### config.mk
export PLATFORM = sky130hd
export DESIGN_NAME = rsc_refsel
export DESIGN_NICKNAME = d
export VERILOG_FILES = /design/src/rtl/rsc_pkg.sv /design/src/rtl/rsc_link_if.sv /design/src/rtl/rsc_serial.sv /design/src/rtl/rsc_nvm.sv /design/src/rtl/rsc_refsel.sv
export SDC_FILE = /design/constraint.sdc
export NUM_CORES = 1
export LEC_CHECK = 0
export BUFFER_PORTS_ARGS = -buffer_cell sky130_fd_sc_hd__buf_2
export CORE_MARGIN = 2
export CORE_UTILIZATION = 53
export DETAILED_ROUTE_END_ITERATION = 10
export GPL_TIMING_DRIVEN = 0
export PLACE_DENSITY = 0.78
export SLEW_MARGIN = 40
export SYNTH_ARGS = -nofsm -noshare
export SYNTH_HDL_FRONTEND = slang
export SYNTH_HIERARCHICAL = 1
export SYNTH_SLANG_ARGS = --single-unit
export TNS_END_PERCENT = 100
### constraint.sdc
create_clock -name clk -period 2.3 [get_ports clk]
set_clock_uncertainty 0.2 [all_clocks]
set_input_delay 0.23 -clock clk [delete_from_list [all_inputs] [get_ports clk]]
set_output_delay 0.23 -clock clk [all_outputs]
set_load 0.005 [all_outputs]
### src/rtl/rsc_pkg.sv
package rsc_pkg;
    // Clock and serial word.
    localparam int          CLK_PERIOD_NS = 25;
    localparam int          WORD_BITS     = 32;
    localparam logic [5:0]  WORD_BITS_CNT = 6'(WORD_BITS);
    localparam logic [5:0]  BIT_CNT_MAX   = 6'h3F;
    // Reset and factory content of the first configuration word.
    localparam logic [31:0] CFG_RESET     = 32'h002C0040;
    // Register offset in bits 7:4 and command codes in the low nibble of a word.
    localparam logic [3:0]  REG0_OFFSET   = 4'h0;
    localparam logic [3:0]  CMD_READ      = 4'hE;
    localparam logic [3:0]  CMD_NVM       = 4'hF;
    localparam int          CMD_LSB       = 0;
    localparam int          ADDR_LSB      = 4;
    // Field positions.
    localparam int          BUF_LSB       = 0;
    localparam int          PRI_BIT       = 2;
    localparam int          SEC_BIT       = 3;
    localparam int          DIV_SRC_BIT   = 4;
    localparam int          SEL_REG_BIT   = 5;
    localparam int          PFD_LSB       = 6;
    localparam int          RSVD_BIT      = 8;
    localparam int          CP_POL_BIT    = 9;
    // Buffer type codes.
    localparam logic [1:0]  BUF_CODE_LVCMOS = 2'h0;
    localparam logic [1:0]  BUF_CODE_LVPECL = 2'h2;
    localparam logic [1:0]  BUF_CODE_LVDS   = 2'h3;
    // Settling time before the stored word is copied in.
    localparam int          NVM_LOAD_TIME_NS = 1000;
    localparam logic [5:0]  NVM_LOAD_CYCLES  =
        6'((NVM_LOAD_TIME_NS + CLK_PERIOD_NS - 1) / CLK_PERIOD_NS);

    typedef enum logic [1:0] {RSC_REF_NONE, RSC_REF_PRI, RSC_REF_SEC} rsc_ref_e;
    typedef enum logic [1:0] {RSC_BUF_LVCMOS, RSC_BUF_UNDEF, RSC_BUF_LVPECL, RSC_BUF_LVDS} rsc_buf_e;

    // Maps the two-bit buffer type code onto a buffer kind.
    function automatic rsc_buf_e rsc_buf_kind(input logic [1:0] code);
        case (code)
            BUF_CODE_LVPECL: rsc_buf_kind = RSC_BUF_LVPECL;
            BUF_CODE_LVDS:   rsc_buf_kind = RSC_BUF_LVDS;
            BUF_CODE_LVCMOS: rsc_buf_kind = RSC_BUF_LVCMOS;
            default:         rsc_buf_kind = RSC_BUF_UNDEF;
        endcase
    endfunction : rsc_buf_kind
endpackage : rsc_pkg

### src/rtl/rsc_link_if.sv
`timescale 1ns/1ps
`default_nettype none
interface rsc_link_if;
    logic        word_valid;
    logic [31:0] word_data;
    logic        le_high;
    logic        read_taken;
    logic        read_valid;
    logic [31:0] read_data;
    modport rx   (output word_valid, word_data, le_high, read_taken, input read_valid, read_data);
    modport core (input word_valid, word_data, le_high, read_taken, output read_valid, read_data);
endinterface : rsc_link_if
`default_nettype wire

### src/rtl/rsc_serial.sv
`timescale 1ns/1ps
`default_nettype none
module rsc_serial
    import rsc_pkg::*;
(
    input  wire logic clk,               // System clock.
    input  wire logic reset_n,           // Synchronous reset, active low.
    input  wire logic serial_clk,        // Serial clock pin.
    input  wire logic serial_data_in,    // Serial data pin from host.
    input  wire logic latch_enable_line, // Frame pin, low during a word.
    output logic      serial_data_out,   // Serial read data to host.
    rsc_link_if.rx    lnk                // Words to the core.
);
    typedef struct packed {
        logic [2:0]  s1;
        logic [2:0]  s2;
        logic        sclk_d;
        logic        le_d;
        logic [31:0] shreg;
        logic [5:0]  cnt;
        logic        wv;
        logic [31:0] wdata;
        logic        taken;
        logic [31:0] txreg;
        logic        miso;
    } rsc_ser_s;

    rsc_ser_s r;
    rsc_ser_s n;
    logic     sclk_rise;
    logic     sclk_fall;
    logic     le_rise;
    logic     le_fall;

    // Edges are taken from the second stage only, never the first.
    assign sclk_rise = r.s2[2] & ~r.sclk_d;
    assign sclk_fall = ~r.s2[2] & r.sclk_d;
    assign le_rise   = r.s2[0] & ~r.le_d;
    assign le_fall   = ~r.s2[0] & r.le_d;

    // Shift in LSB first while the frame is low; close the word on frame rise.
    always_comb begin
        n        = r;
        n.s1     = {serial_clk, serial_data_in, latch_enable_line};
        n.s2     = r.s1;
        n.sclk_d = r.s2[2];
        n.le_d   = r.s2[0];
        n.wv     = 1'b0;
        n.taken  = 1'b0;
        if (le_fall) begin
            n.cnt   = '0;
            n.taken = lnk.read_valid;
            n.txreg = lnk.read_valid ? {lnk.read_data[31:1], 1'b0} : '0;
            n.miso  = 1'b0;
        end else if (sclk_fall && !r.s2[0]) begin
            n.txreg = r.txreg >> 1;
            n.miso  = r.txreg[1];
        end
        if (sclk_rise && !r.s2[0]) begin
            n.shreg = {r.s2[1], r.shreg[31:1]};
            n.cnt   = (r.cnt == BIT_CNT_MAX) ? r.cnt : r.cnt + 6'h1;
        end
        if (le_rise && r.cnt == WORD_BITS_CNT) begin
            n.wv    = 1'b1;
            n.wdata = r.shreg;
        end
    end

    always_ff @(posedge clk) begin
        if (!reset_n) begin
            r <= '{s1: 3'h1, s2: 3'h1, le_d: 1'b1, default: '0};
        end else begin
            r <= n;
        end
    end

    assign lnk.word_valid  = r.wv;
    assign lnk.word_data   = r.wdata;
    assign lnk.le_high     = r.s2[0];
    assign lnk.read_taken  = r.taken;
    assign serial_data_out = r.miso;
endmodule : rsc_serial
`default_nettype wire

### src/rtl/rsc_nvm.sv
`timescale 1ns/1ps
`default_nettype none
module rsc_nvm
    import rsc_pkg::*;
(
    input  wire logic   clk,        // System clock.
    input  wire logic   reset_n,    // Synchronous reset, active low.
    input  wire logic   le_high,    // Synchronised frame line level.
    output logic        load_valid, // One-cycle copy strobe.
    output logic [31:0] load_word   // Stored word being copied.
);
    typedef enum logic [1:0] {NVM_WAIT_LE, NVM_COUNT, NVM_DONE} rsc_nvm_e;
    typedef struct packed {
        rsc_nvm_e    st;
        logic [5:0]  cnt;
        logic        lv;
        logic [31:0] word;
    } rsc_nvm_s;

    rsc_nvm_s r;
    rsc_nvm_s n;

    // The copy waits for the frame line high, as a low line corrupts it.
    always_comb begin
        n    = r;
        n.lv = 1'b0;
        case (r.st)
            NVM_WAIT_LE: if (le_high) n.st = NVM_COUNT;
            NVM_COUNT: begin
                n.cnt = r.cnt + 6'h1;
                if (r.cnt == NVM_LOAD_CYCLES - 6'h1) begin
                    n.st   = NVM_DONE;
                    n.lv   = 1'b1;
                    n.word = CFG_RESET;
                end
            end
            NVM_DONE: n.st = NVM_DONE;
            default:  n.st = NVM_WAIT_LE;
        endcase
    end

    always_ff @(posedge clk) begin
        if (!reset_n) begin
            r <= '{st: NVM_WAIT_LE, default: '0};
        end else begin
            r <= n;
        end
    end

    assign load_valid = r.lv;
    assign load_word  = r.word;
endmodule : rsc_nvm
`default_nettype wire

### src/rtl/rsc_refsel.sv
`timescale 1ns/1ps
`default_nettype none
module rsc_refsel
    import rsc_pkg::*;
(
    input  wire logic   clk,                      // 40 MHz system clock.
    input  wire logic   reset_n,                  // Synchronous reset, active low.
    input  wire logic   serial_clk,               // Serial clock pin.
    input  wire logic   serial_data_in,           // Serial data from host.
    input  wire logic   latch_enable_line,        // Frame pin, low during a word.
    output logic        serial_data_out,          // Serial read data to host.
    input  wire logic   reference_select_pin,     // High picks primary in pin mode.
    input  wire logic   primary_present,          // Primary clock seen alive.
    input  wire logic   secondary_present,        // Secondary clock seen alive.
    output logic [31:0] first_config_word,        // Whole configuration word.
    output rsc_buf_e    buffer_kind,              // Decoded input buffer type.
    output logic        buffer_type_bit_x,        // Buffer type code bit 0.
    output logic        buffer_type_bit_y,        // Buffer type code bit 1.
    output rsc_ref_e    reference_choice,         // Reference feeding the loop.
    output logic        primary_reference_on,     // Primary buffer powered.
    output logic        secondary_reference_on,   // Secondary buffer powered.
    output logic        auto_select_active,       // Automatic selection running.
    output logic        divider_start_source,     // 1: VCXO or auxiliary clock.
    output logic [1:0]  detector_pulse_width,     // Detector pulse width code.
    output logic        pump_current_polarity,    // Charge pump direction.
    output logic        config_loaded             // Stored word has been copied.
);
    rsc_link_if lnk ();
    logic        load_valid;
    logic [31:0] load_word;

    // Serial engine for the host pins.
    rsc_serial u_serial (
        .clk               (clk),
        .reset_n           (reset_n),
        .serial_clk        (serial_clk),
        .serial_data_in    (serial_data_in),
        .latch_enable_line (latch_enable_line),
        .serial_data_out   (serial_data_out),
        .lnk               (lnk.rx)
    );

    // Power-up copy of the stored word.
    rsc_nvm u_nvm (
        .clk        (clk),
        .reset_n    (reset_n),
        .le_high    (lnk.le_high),
        .load_valid (load_valid),
        .load_word  (load_word)
    );

    typedef struct packed {
        logic [31:0] cfg;
        logic        loaded;
        logic        rd_pend;
        logic [31:0] rd_data;
        logic [2:0]  s1;
        logic [2:0]  s2;
        rsc_ref_e    sel;
        logic        pri_on;
        logic        sec_on;
        logic        auto_on;
    } rsc_core_s;

    rsc_core_s  r;
    rsc_core_s  n;
    logic [3:0] cmd;
    logic [3:0] rd_addr;
    logic       pin_sync;
    logic       pri_ok;
    logic       sec_ok;
    logic       by_reg;
    logic [1:0] pick;

    assign cmd      = lnk.word_data[CMD_LSB +: 4];
    assign rd_addr  = lnk.word_data[ADDR_LSB +: 4];
    assign pin_sync = r.s2[2];
    assign pri_ok   = r.s2[1];
    assign sec_ok   = r.s2[0];
    assign by_reg   = r.cfg[SEL_REG_BIT];
    assign pick     = {r.cfg[PRI_BIT], r.cfg[SEC_BIT]};

    // Word handling, power-up copy and reference selection.
    always_comb begin
        n    = r;
        n.s1 = {reference_select_pin, primary_present, secondary_present};
        n.s2 = r.s1;
        // Copy of the stored word; a serial write is held off until it is done.
        if (load_valid) begin
            n.cfg    = load_word;
            n.loaded = 1'b1;
        end
        // A consumed read clears the request; a new read command in the same cycle wins.
        if (lnk.read_taken) begin
            n.rd_pend = 1'b0;
        end
        if (lnk.word_valid) begin
            if (cmd == CMD_READ) begin
                n.rd_pend = 1'b1;
                n.rd_data = (rd_addr == REG0_OFFSET) ? r.cfg : '0;
            end else if (cmd != CMD_NVM && r.loaded) begin
                n.cfg           = lnk.word_data;
                n.cfg[RSVD_BIT] = 1'b0;
            end
        end
        // Reference choice.
        n.auto_on = 1'b0;
        if (by_reg) begin
            case (pick)
                2'b10:   n.sel = RSC_REF_PRI;
                2'b01:   n.sel = RSC_REF_SEC;
                2'b11: begin
                    n.auto_on = 1'b1;
                    n.sel     = (!pri_ok && sec_ok) ? RSC_REF_SEC : RSC_REF_PRI;
                end
                default: n.sel = RSC_REF_NONE;
            endcase
        end else begin
            n.sel = pin_sync ? RSC_REF_PRI : RSC_REF_SEC;
        end
        // In automatic mode both buffers stay powered so the fall-back is quick.
        n.pri_on = n.auto_on || n.sel == RSC_REF_PRI;
        n.sec_on = n.auto_on || n.sel == RSC_REF_SEC;
    end

    always_ff @(posedge clk) begin
        if (!reset_n) begin
            r <= '{cfg: CFG_RESET, sel: RSC_REF_NONE, default: '0};
        end else begin
            r <= n;
        end
    end

    // The link reads the pending request as a level until it is taken.
    assign lnk.read_valid = r.rd_pend;
    assign lnk.read_data  = r.rd_data;

    // Configuration fields come straight from the register.
    assign first_config_word      = r.cfg;
    assign buffer_kind            = rsc_buf_kind(r.cfg[BUF_LSB +: 2]);
    assign buffer_type_bit_x      = r.cfg[BUF_LSB];
    assign buffer_type_bit_y      = r.cfg[BUF_LSB + 1];
    assign divider_start_source   = r.cfg[DIV_SRC_BIT];
    assign detector_pulse_width   = r.cfg[PFD_LSB +: 2];
    assign pump_current_polarity  = r.cfg[CP_POL_BIT];
    assign reference_choice       = r.sel;
    assign primary_reference_on   = r.pri_on;
    assign secondary_reference_on = r.sec_on;
    assign auto_select_active     = r.auto_on;
    assign config_loaded          = r.loaded;
endmodule : rsc_refsel
`default_nettype wire

# Word-level counts from Yosys, hierarchy flattened
# Cells that the tools add are included.
op_classes:
  n_eq_ne: 17
  n_mux: 26
  addsub: 2
  n_bitwise: 9
  reduce_logical: 21
ops:
  columns: ["cell", "n"]
  rows:
  - ["$mux 33", 7]
  - ["$mux 32", 5]
  - ["$eq 6x6->1 const B", 3]
  - ["$mux 6", 3]
  - ["$pmux 2 s3", 3]
  - ["$add 6x1->6 const B", 2]
  - ["$eq 2x2->1 const B", 6]
  - ["$reduce_and 2->1", 6]
  - ["$mux 2", 5]
  - ["$eq 2x1->1 const B", 3]
  - ["$logic_and 1x1->1", 5]
  - ["$not 1->1", 5]
  - ["$and 1x1->1", 4]
  - ["$eq 4x4->1 const B", 1]
  - ["$logic_not 2->1", 2]
  - ["$logic_not 4->1", 1]
  - ["$ne 2x2->1 const B", 2]
  - ["$ne 4x4->1 const B", 1]
  - ["$reduce_bool 2->1", 2]
  - ["$mux 1", 3]
  - ["$logic_not 1->1", 2]
  - ["$logic_or 1x1->1", 2]
  - ["$ne 2x1->1 const B", 1]
  - ["$reduce_or 2->1", 1]
totals:
  elab_cells: 100
  register_bits: 200

# Depth between registers and ports, before layout
# Gate-level depths: netlist of run 1.
depth:
  word_depth: 7
  mapped_depth: 8

# Hierarchy
# Netlist of run 1, hierarchy kept.
modules_own_cells:
  columns: ["module", "cells_per_inst", "n_inst", "area_per_inst_um2", "seq_area_each_um2"]
  rows:
  - ["rsc_serial", 491, 1, 4511.8, 2242.2]
  - ["rsc_refsel", 378, 1, 3574.7, 1541.5]
  - ["rsc_nvm", 82, 1, 704.4, 200.2]

# Least setup slack after synthesis of run 1
# No wires, ideal clock.
synth_timing:
  path_kind: "register to register"
  startpoint: "register u_serial/r[67] (netlist name)"
  endpoint: "register u_serial.r, in the netlist u_serial/lnk.word_data[10]"
  arrival_time_ns: 1.308
  slack_ns: 0.670
  period_less_slack_ns: 1.630
  path_stages_with_launch: 9
  cell_sequence: "dfxtp_1 > inv_1 > ha_1 > and4bb_2 > and2_1 > buf_2 > buf_6 > nand2_1 > a21boi_0"
synth_between:
  elab_chain_len: 2
synth_lines:
  columns: ["item", "line_no", "rtl"]
  rows:
  - ["start, declared", "rsc_serial.sv:28", "rsc_ser_s r;"]
  - ["start signal, assigned", "rsc_serial.sv:73", "r <= n;"]
  - ["$eq 6x6->1", "rsc_serial.sv:63", "if (le_rise && r.cnt == WORD_BITS_CNT) begin"]
  - ["$logic_and 1x1->1", "rsc_serial.sv:63", null]
# No other way between the ends.
# A chain may end at the register's enable or synchronous reset.

# Final worst setup path of run 1
layout_timing:
  startpoint: "register u_serial.r, in the netlist u_serial/lnk.word_data[6]"
  endpoint: "register r, in the netlist lnk.read_data[12]"
layout_between:
  elab_chain_len: 2
layout_lines:
  columns: ["item", "line_no", "rtl"]
  rows:
  - ["$logic_not 4->1", "rsc_refsel.sv:100", "n.rd_data = (rd_addr == REG0_OFFSET) ? r.cfg : '0;"]
  - ["$mux 32", "rsc_refsel.sv:100", null]
  - ["end signal, assigned", "rsc_refsel.sv:130", "r <= n;"]
  - ["end, declared", "rsc_refsel.sv:65", "rsc_core_s r;"]
# No other way between the ends.

==> results of run 1 <==
[per-layer routing]
layer	up-vias	global-route usage
met5	-	0
met4	0	0.07646
met3	25	0.04037
met2	112	0.3715
met1	3062	0.2764
li1	3344	-
[registers in the layout (all words and copies together), names as in the netlist]
register and count:
u_serial/r 72, first_config_word 32, lnk.read_data 31, u_serial/lnk.word_data 31, u_nvm/r 8, u_serial/n 4, n 3, reference_choice 2
auto_select_active 1, config_loaded 1, lnk.read_valid 1, pin_sync 1, pri_ok 1, primary_reference_on 1, r 1, secondary_reference_on 1
u_nvm/load_valid 1, u_nvm/load_word 1, u_serial/lnk.le_high 1, u_serial/lnk.read_taken 1, u_serial/lnk.word_valid 1, u_serial/serial_data_out 1
[critical path, delay by kind of cell, from the launching register on]
| kind | cells | cell delay (ps) |
|---|---|---|
| and+or+nand+nor | 2 | 730 |
| buffers and inverters | 2 | 510 |
| DFF | 1 | 320 |
| AOI/OAI and AO/OA | 1 | 180 |
[cell usage in the layout (no fill, tap or decap), types with 35 or more instances in the layout]
cell type / n
dfxtp_1: 197
nand2_1: 173
buf_4: 103
buf_2: 80
a21boi_0: 57
nor2b_1: 39
clkbuf_1: 38
mux2i_1: 36
nand3_1: 35
[how the worst max path moves through the flow]
stage | startpoint | to | slack (ps) | cells past startpoint
after CTS | u_serial/lnk.word_data[6] | lnk.read_data[22] | 250 | 5
final | u_serial/lnk.word_data[6] | lnk.read_data[12] | 270 | 5
after global routing | u_serial/lnk.word_data[6] | lnk.read_data[20] | 160 | 5
after floorplan | u_serial/r[67] | u_serial/lnk.word_data[11] | 670 | 8
after detailed placement | reset_n | u_serial/lnk.word_valid | 50 | 4
after global placement | reset_n | u_serial/lnk.word_valid | 30 | 4
[area by class of cell]
type                            instances  area [um2]  share of cell area
Sequential cell                       197        3944              0.3928
Buffer                                175        1129              0.1124
Clock buffer                           19       452.9             0.04511
Timing Repair Buffer                   60       330.3             0.03290
Multi-Input combinational cell        587        3705              0.3690
Clock inverter                         13       171.4             0.01707
Inverter                               10       37.54            0.003739
Tap cell                              216       270.3             0.02692
[per-stage QoR]
stage | instance area, um2 | setup slack, ps
finish | 10040 | 269.2
CTS | 10040 | 248.3
floorplan | 8815 | 669.8
global placement | 9355 | 33.40
global route | 10040 | 162.2
detailed placement | 9355 | 48.54
[where the power goes]
part / internal [uW] / switching [uW]
Sequential: 3450 / 27.0
Clock: 1790 / 1310
Combinational: 171 / 194
Total: 5410 / 1530
==> reports/metrics.cfg, run 1 <==
[final_layout]
nNetsFinal = 1062
syn_to_final_growth_pct = 15.22
final_util = 0.6275
n_fill_cell = 1355
drive_above_1_share = 0.2460
num_antenna_cells = 0
finalNonFillerCells = 1277

[sta]
setup_violations = 0
report.final.slew_viol_count = 0
relSlewSlack = 0.4971
rsz0062_at_grt = no
clock.fmax_mhz = 492.4
hold_slack_ps = 19.87
fin_crit_ps = 2031
tns_ps = 0
final_hold_viol_count = 0
fin_crit_sh = 0.8829
tightest_slew_ps = 754.3

[placed_design]
post-dp-hpwl_mm = 13.58
dp.cells = 1239
port-buffer-count = 54
place_congestion = 0.8548

[grt]
grt_pass1_vias = 6355
grt_pass1_wl_mm = 30.96
grt_max_degree = 18
overflow = 0
grt_util_all_layers = 0.2176
antenna_found_initial = 0

[die]
dieWidth_um = 132.2
row_count = 46
start_util = 0.5446
fp.dieH_um = 132.2
fp.coreArea_mm2 = 0.01600
ios = 55
design.die.area_mm2 = 0.01748

[worst_setup_path]
ff2ff_path_depth = 5
ff2ff_setup_slack_ps = 270
max_stage_delay_ps = 460
r2r_start = u_serial/lnk.word_data[6]
cp.required_ps = 2450
startpoint_type = flop
crit_type = reg2reg
critPathCaptureType = flop
crit_path_top_delay_cell = nor4_1
arrival_ps = 2180
critPathMaxFanout = 10
r2r-end = lnk.read_data[12]
path_cells = buf_4 -> nor4_1 -> nand2_1 -> clkbuf_1 -> o22ai_2

[clocking]
cts.sinks = 197
htreeDepth = 4
cts.hold.buffers_added = 6
cts_max_path_buffers = 2
cts_tree = done
cts_buffers = 17
clk_pin_slew_ps = 70
insertion_delay_ps = 430
post_cts_buffers = 0
cts_repair_resize_count = 0
cts_root_buffer = clkbuf_16

[routing]
wl_met1_mm = 8.880
drt_iter0_drc = 520
highest-signal-layer = met4
wl_per_cell_um = 14.69
drt_wl_total_mm = 18.77
wl_met2_mm = 8.972
met3_length_um = 553
vias_per_cell = 5.124
drcViolationCount = 0
ant_nets = 0
num_vias = 6543
firstDrtPassIters = 7

[pwr]
power_density_mw_per_mm2 = 691.6
power.total_uw = 6943
vdd_drop_max_mv = 0.5473
p_leak_uw = 0.003889

[logic_synthesis]
syn_area_per_cell_um2 = 9.250
synth_warnings = 6
syn_inst = 942
mappedNetlistArea_mm2 = 0.008713

[hold_path]
worstHoldStart = reset_n
min_path_type = in2reg
min_to = u_nvm/load_word[6]
whs_path_depth = 2

[run]
maxCapViolCount = 0

[run_status]
status = finished, final reports clean

No activity file was read; power rests on OpenSTA's default activity.
==> inputs of run 2 (changes only) <==
--- a/config.mk
+++ b/config.mk
@@ -8,6 +8,7 @@
 export BUFFER_PORTS_ARGS = -buffer_cell sky130_fd_sc_hd__buf_2
 export CORE_MARGIN = 2
 export CORE_UTILIZATION = 53
+export CTS_BUF_LIST = sky130_fd_sc_hd__clkbuf_4 sky130_fd_sc_hd__clkbuf_8
 export DETAILED_ROUTE_END_ITERATION = 10
 export GPL_TIMING_DRIVEN = 0
 export PLACE_DENSITY = 0.78
==> run 2 against run 1 <==
Sequential power hardly changed; routed wire length is 2.1% lower; non-clock buffer count is 1 higher; hold slack worse by 4.1 ps; die area stayed put; largest power group unchanged; critical path type unchanged.
==> reports/metrics.cfg, run 2 (synthesis gave the netlist of run 1 again) <==
[run_status]
status = finished, final reports clean

[final_layout]
syn_to_final_growth_pct = 13.14
num_antenna_cells = 0
layout_common_cells = 197 x dfxtp_1, 173 x nand2_1, 103 x buf_4, 80 x buf_2, 57 x a21boi_0
final_common_cell = dfxtp_1
top_register = u_serial/r
nNetsFinal = 1063
largest_reg_flops = 72
drive_above_1_share = 0.2458
finalNonFillerCells = 1278
final_cell_area_mm2 = 0.009858

[die]
fp.dieH_um = 132.2
ios = 55
start_util = 0.5446
row_count = 46
dieWidth_um = 132.2
fp.coreArea_mm2 = 0.01600
design.die.area_mm2 = 0.01748

[grt]
grt_util_all_layers = 0.2135
overflow = 0
grt_pass1_vias = 6251
grt_max_degree = 18
antenna_found_initial = 0
grt_pass1_wl_mm = 30.42

[routing]
ant_nets = 0
drt_iter0_drc = 450
drcViolationCount = 0
wl_met2_mm = 8.626
vias_per_cell = 5.092
num_vias = 6508
highest-signal-layer = met4
wl_per_cell_um = 14.37
met3_length_um = 712
drt_wl_total_mm = 18.37
firstDrtPassIters = 5
wl_met1_mm = 8.590

[sta]
fin_crit_sh = 0.9028
fin_crit_ps = 2076
final_hold_viol_count = 0
report.final.slew_viol_count = 0
relSlewSlack = 0.5124
tightest_slew_ps = 731.3
tns_ps = 0
rsz0062_at_grt = no
clock.fmax_mhz = 481.6
setup_violations = 0

[placed_design]
post-dp-hpwl_mm = 13.58
place_congestion = 0.8548
placed_area_mm2 = 0.009355
dp.cells = 1239
port-buffer-count = 54

[worst_setup_path]
arrival_ps = 2260
critPathCaptureType = flop
crit_type = reg2reg
r2r_start = u_serial/lnk.word_data[6]
ff2ff_path_depth = 5
startpoint_type = flop
cp.required_ps = 2480
critPathMaxFanout = 10
ff2ff_setup_slack_ps = 220
r2r-end = lnk.read_data[10]

[hold_path]
min_path_type = in2reg
min_to = u_nvm/r[40]
worstHoldStart = reset_n
whs_path_depth = 3

[pwr]
p_int_uw = 4773
p_sw_uw = 1437
combPwrFrac = 0.059
power_density_mw_per_mm2 = 630.0
seqPwrFrac = 0.560
p_sw_frac = 0.2314
power.share.clock = 0.381
p_leak_uw = 0.003806
vdd_drop_max_mv = 0.3809

[clocking]
clk_pin_slew_ps = 100
insertion_delay_ps = 460
cts_repair_resize_count = 0
htreeDepth = 4
cts_max_path_buffers = 2
cts_tree = done
cts_buffers = 17
cts.sinks = 197
cts_root_buffer = clkbuf_8

[run]
maxCapViolCount = 0

[run 2: changes by cell type in the layout (fill, tap and decap cells not counted)]
cell           previous run  this run
dlygate4sd3_1             6         7
clkbuf_16                17         0
clkbuf_8                  2        19
[run 2: area by class of cell]
| type | instances | area (um2) |
|---|---|---|
| clock buffer | 19 | 261.5 |
| fill | 1378 | 6142 |
| inverter | 10 | 37.54 |
| clock inverter | 13 | 171.4 |
| multi-input combinational | 587 | 3705 |
| buffer | 175 | 1129 |
| tap | 216 | 270.3 |
| sequential | 197 | 3944 |
| timing repair buffer | 61 | 340.3 |
[run 2: stage by stage]
| step | setup WS [ps] | power [uW] | hold slack [ps] | utilization |
|---|---|---|---|---|
| 2_1_floorplan | 669.8 | 3833 | 131.5 | - |
| 3_3_place_gp | 33.40 | 3901 | 188.2 | 0.5847 |
| 3_5_place_dp | 48.54 | 3915 | 206.5 | 0.5847 |
| 4_1_cts | 233.9 | 6261 | 1.661 | 0.6161 |
| 5_1_grt | 128.9 | 6467 | 28.08 | 0.6161 |
| 6_report | 223.6 | 6211 | 15.77 | 0.6161 |
[run 2: worst max path at each step]
stage                                       to                      start  slack (ps)
finish                       lnk.read_data[10]  u_serial/lnk.word_data[6]         220
global route                 lnk.read_data[10]  u_serial/lnk.word_data[6]         130
CTS                          lnk.read_data[10]  u_serial/lnk.word_data[6]         230
detailed placement     u_serial/lnk.word_valid                    reset_n          50
global placement       u_serial/lnk.word_valid                    reset_n          30
floorplan           u_serial/lnk.word_data[11]             u_serial/r[67]         670
[run 2: layer usage]
metal  vias to the layer above  global-route usage
met2                       115              0.3559
met3                        34             0.04344
met1                      3016              0.2775
met5                         -                   0
li1                       3343                   -
met4                         0             0.07168
[run 2: timing repair]
item / 4_1_cts / 5_1_grt
endpoints found under the hold margin: 7 / 0
buffers inserted: 0 / 0
setup endpoints to repair: 0 / 0
hold buffers: 7 / 0
[run 2: critical path, stage by stage (launching register included)]
cell,delay (ps)
dfxtp_1,330
buf_4,150
nor4_1,490
nand2_1,270
clkbuf_1,370
o22ai_2,190
[run 2: power groups by stage]
| stage | clock (uW) | sequential [uW] | combinational [uW] |
|---|---|---|---|
| floorplan | 0 | 3550 | 281 |
| global placement | 0 | 3560 | 345 |
| detailed placement | 0 | 3560 | 357 |
| CTS | 2410 | 3480 | 367 |
| global route | 2570 | 3490 | 416 |
| finish | 2370 | 3480 | 366 |
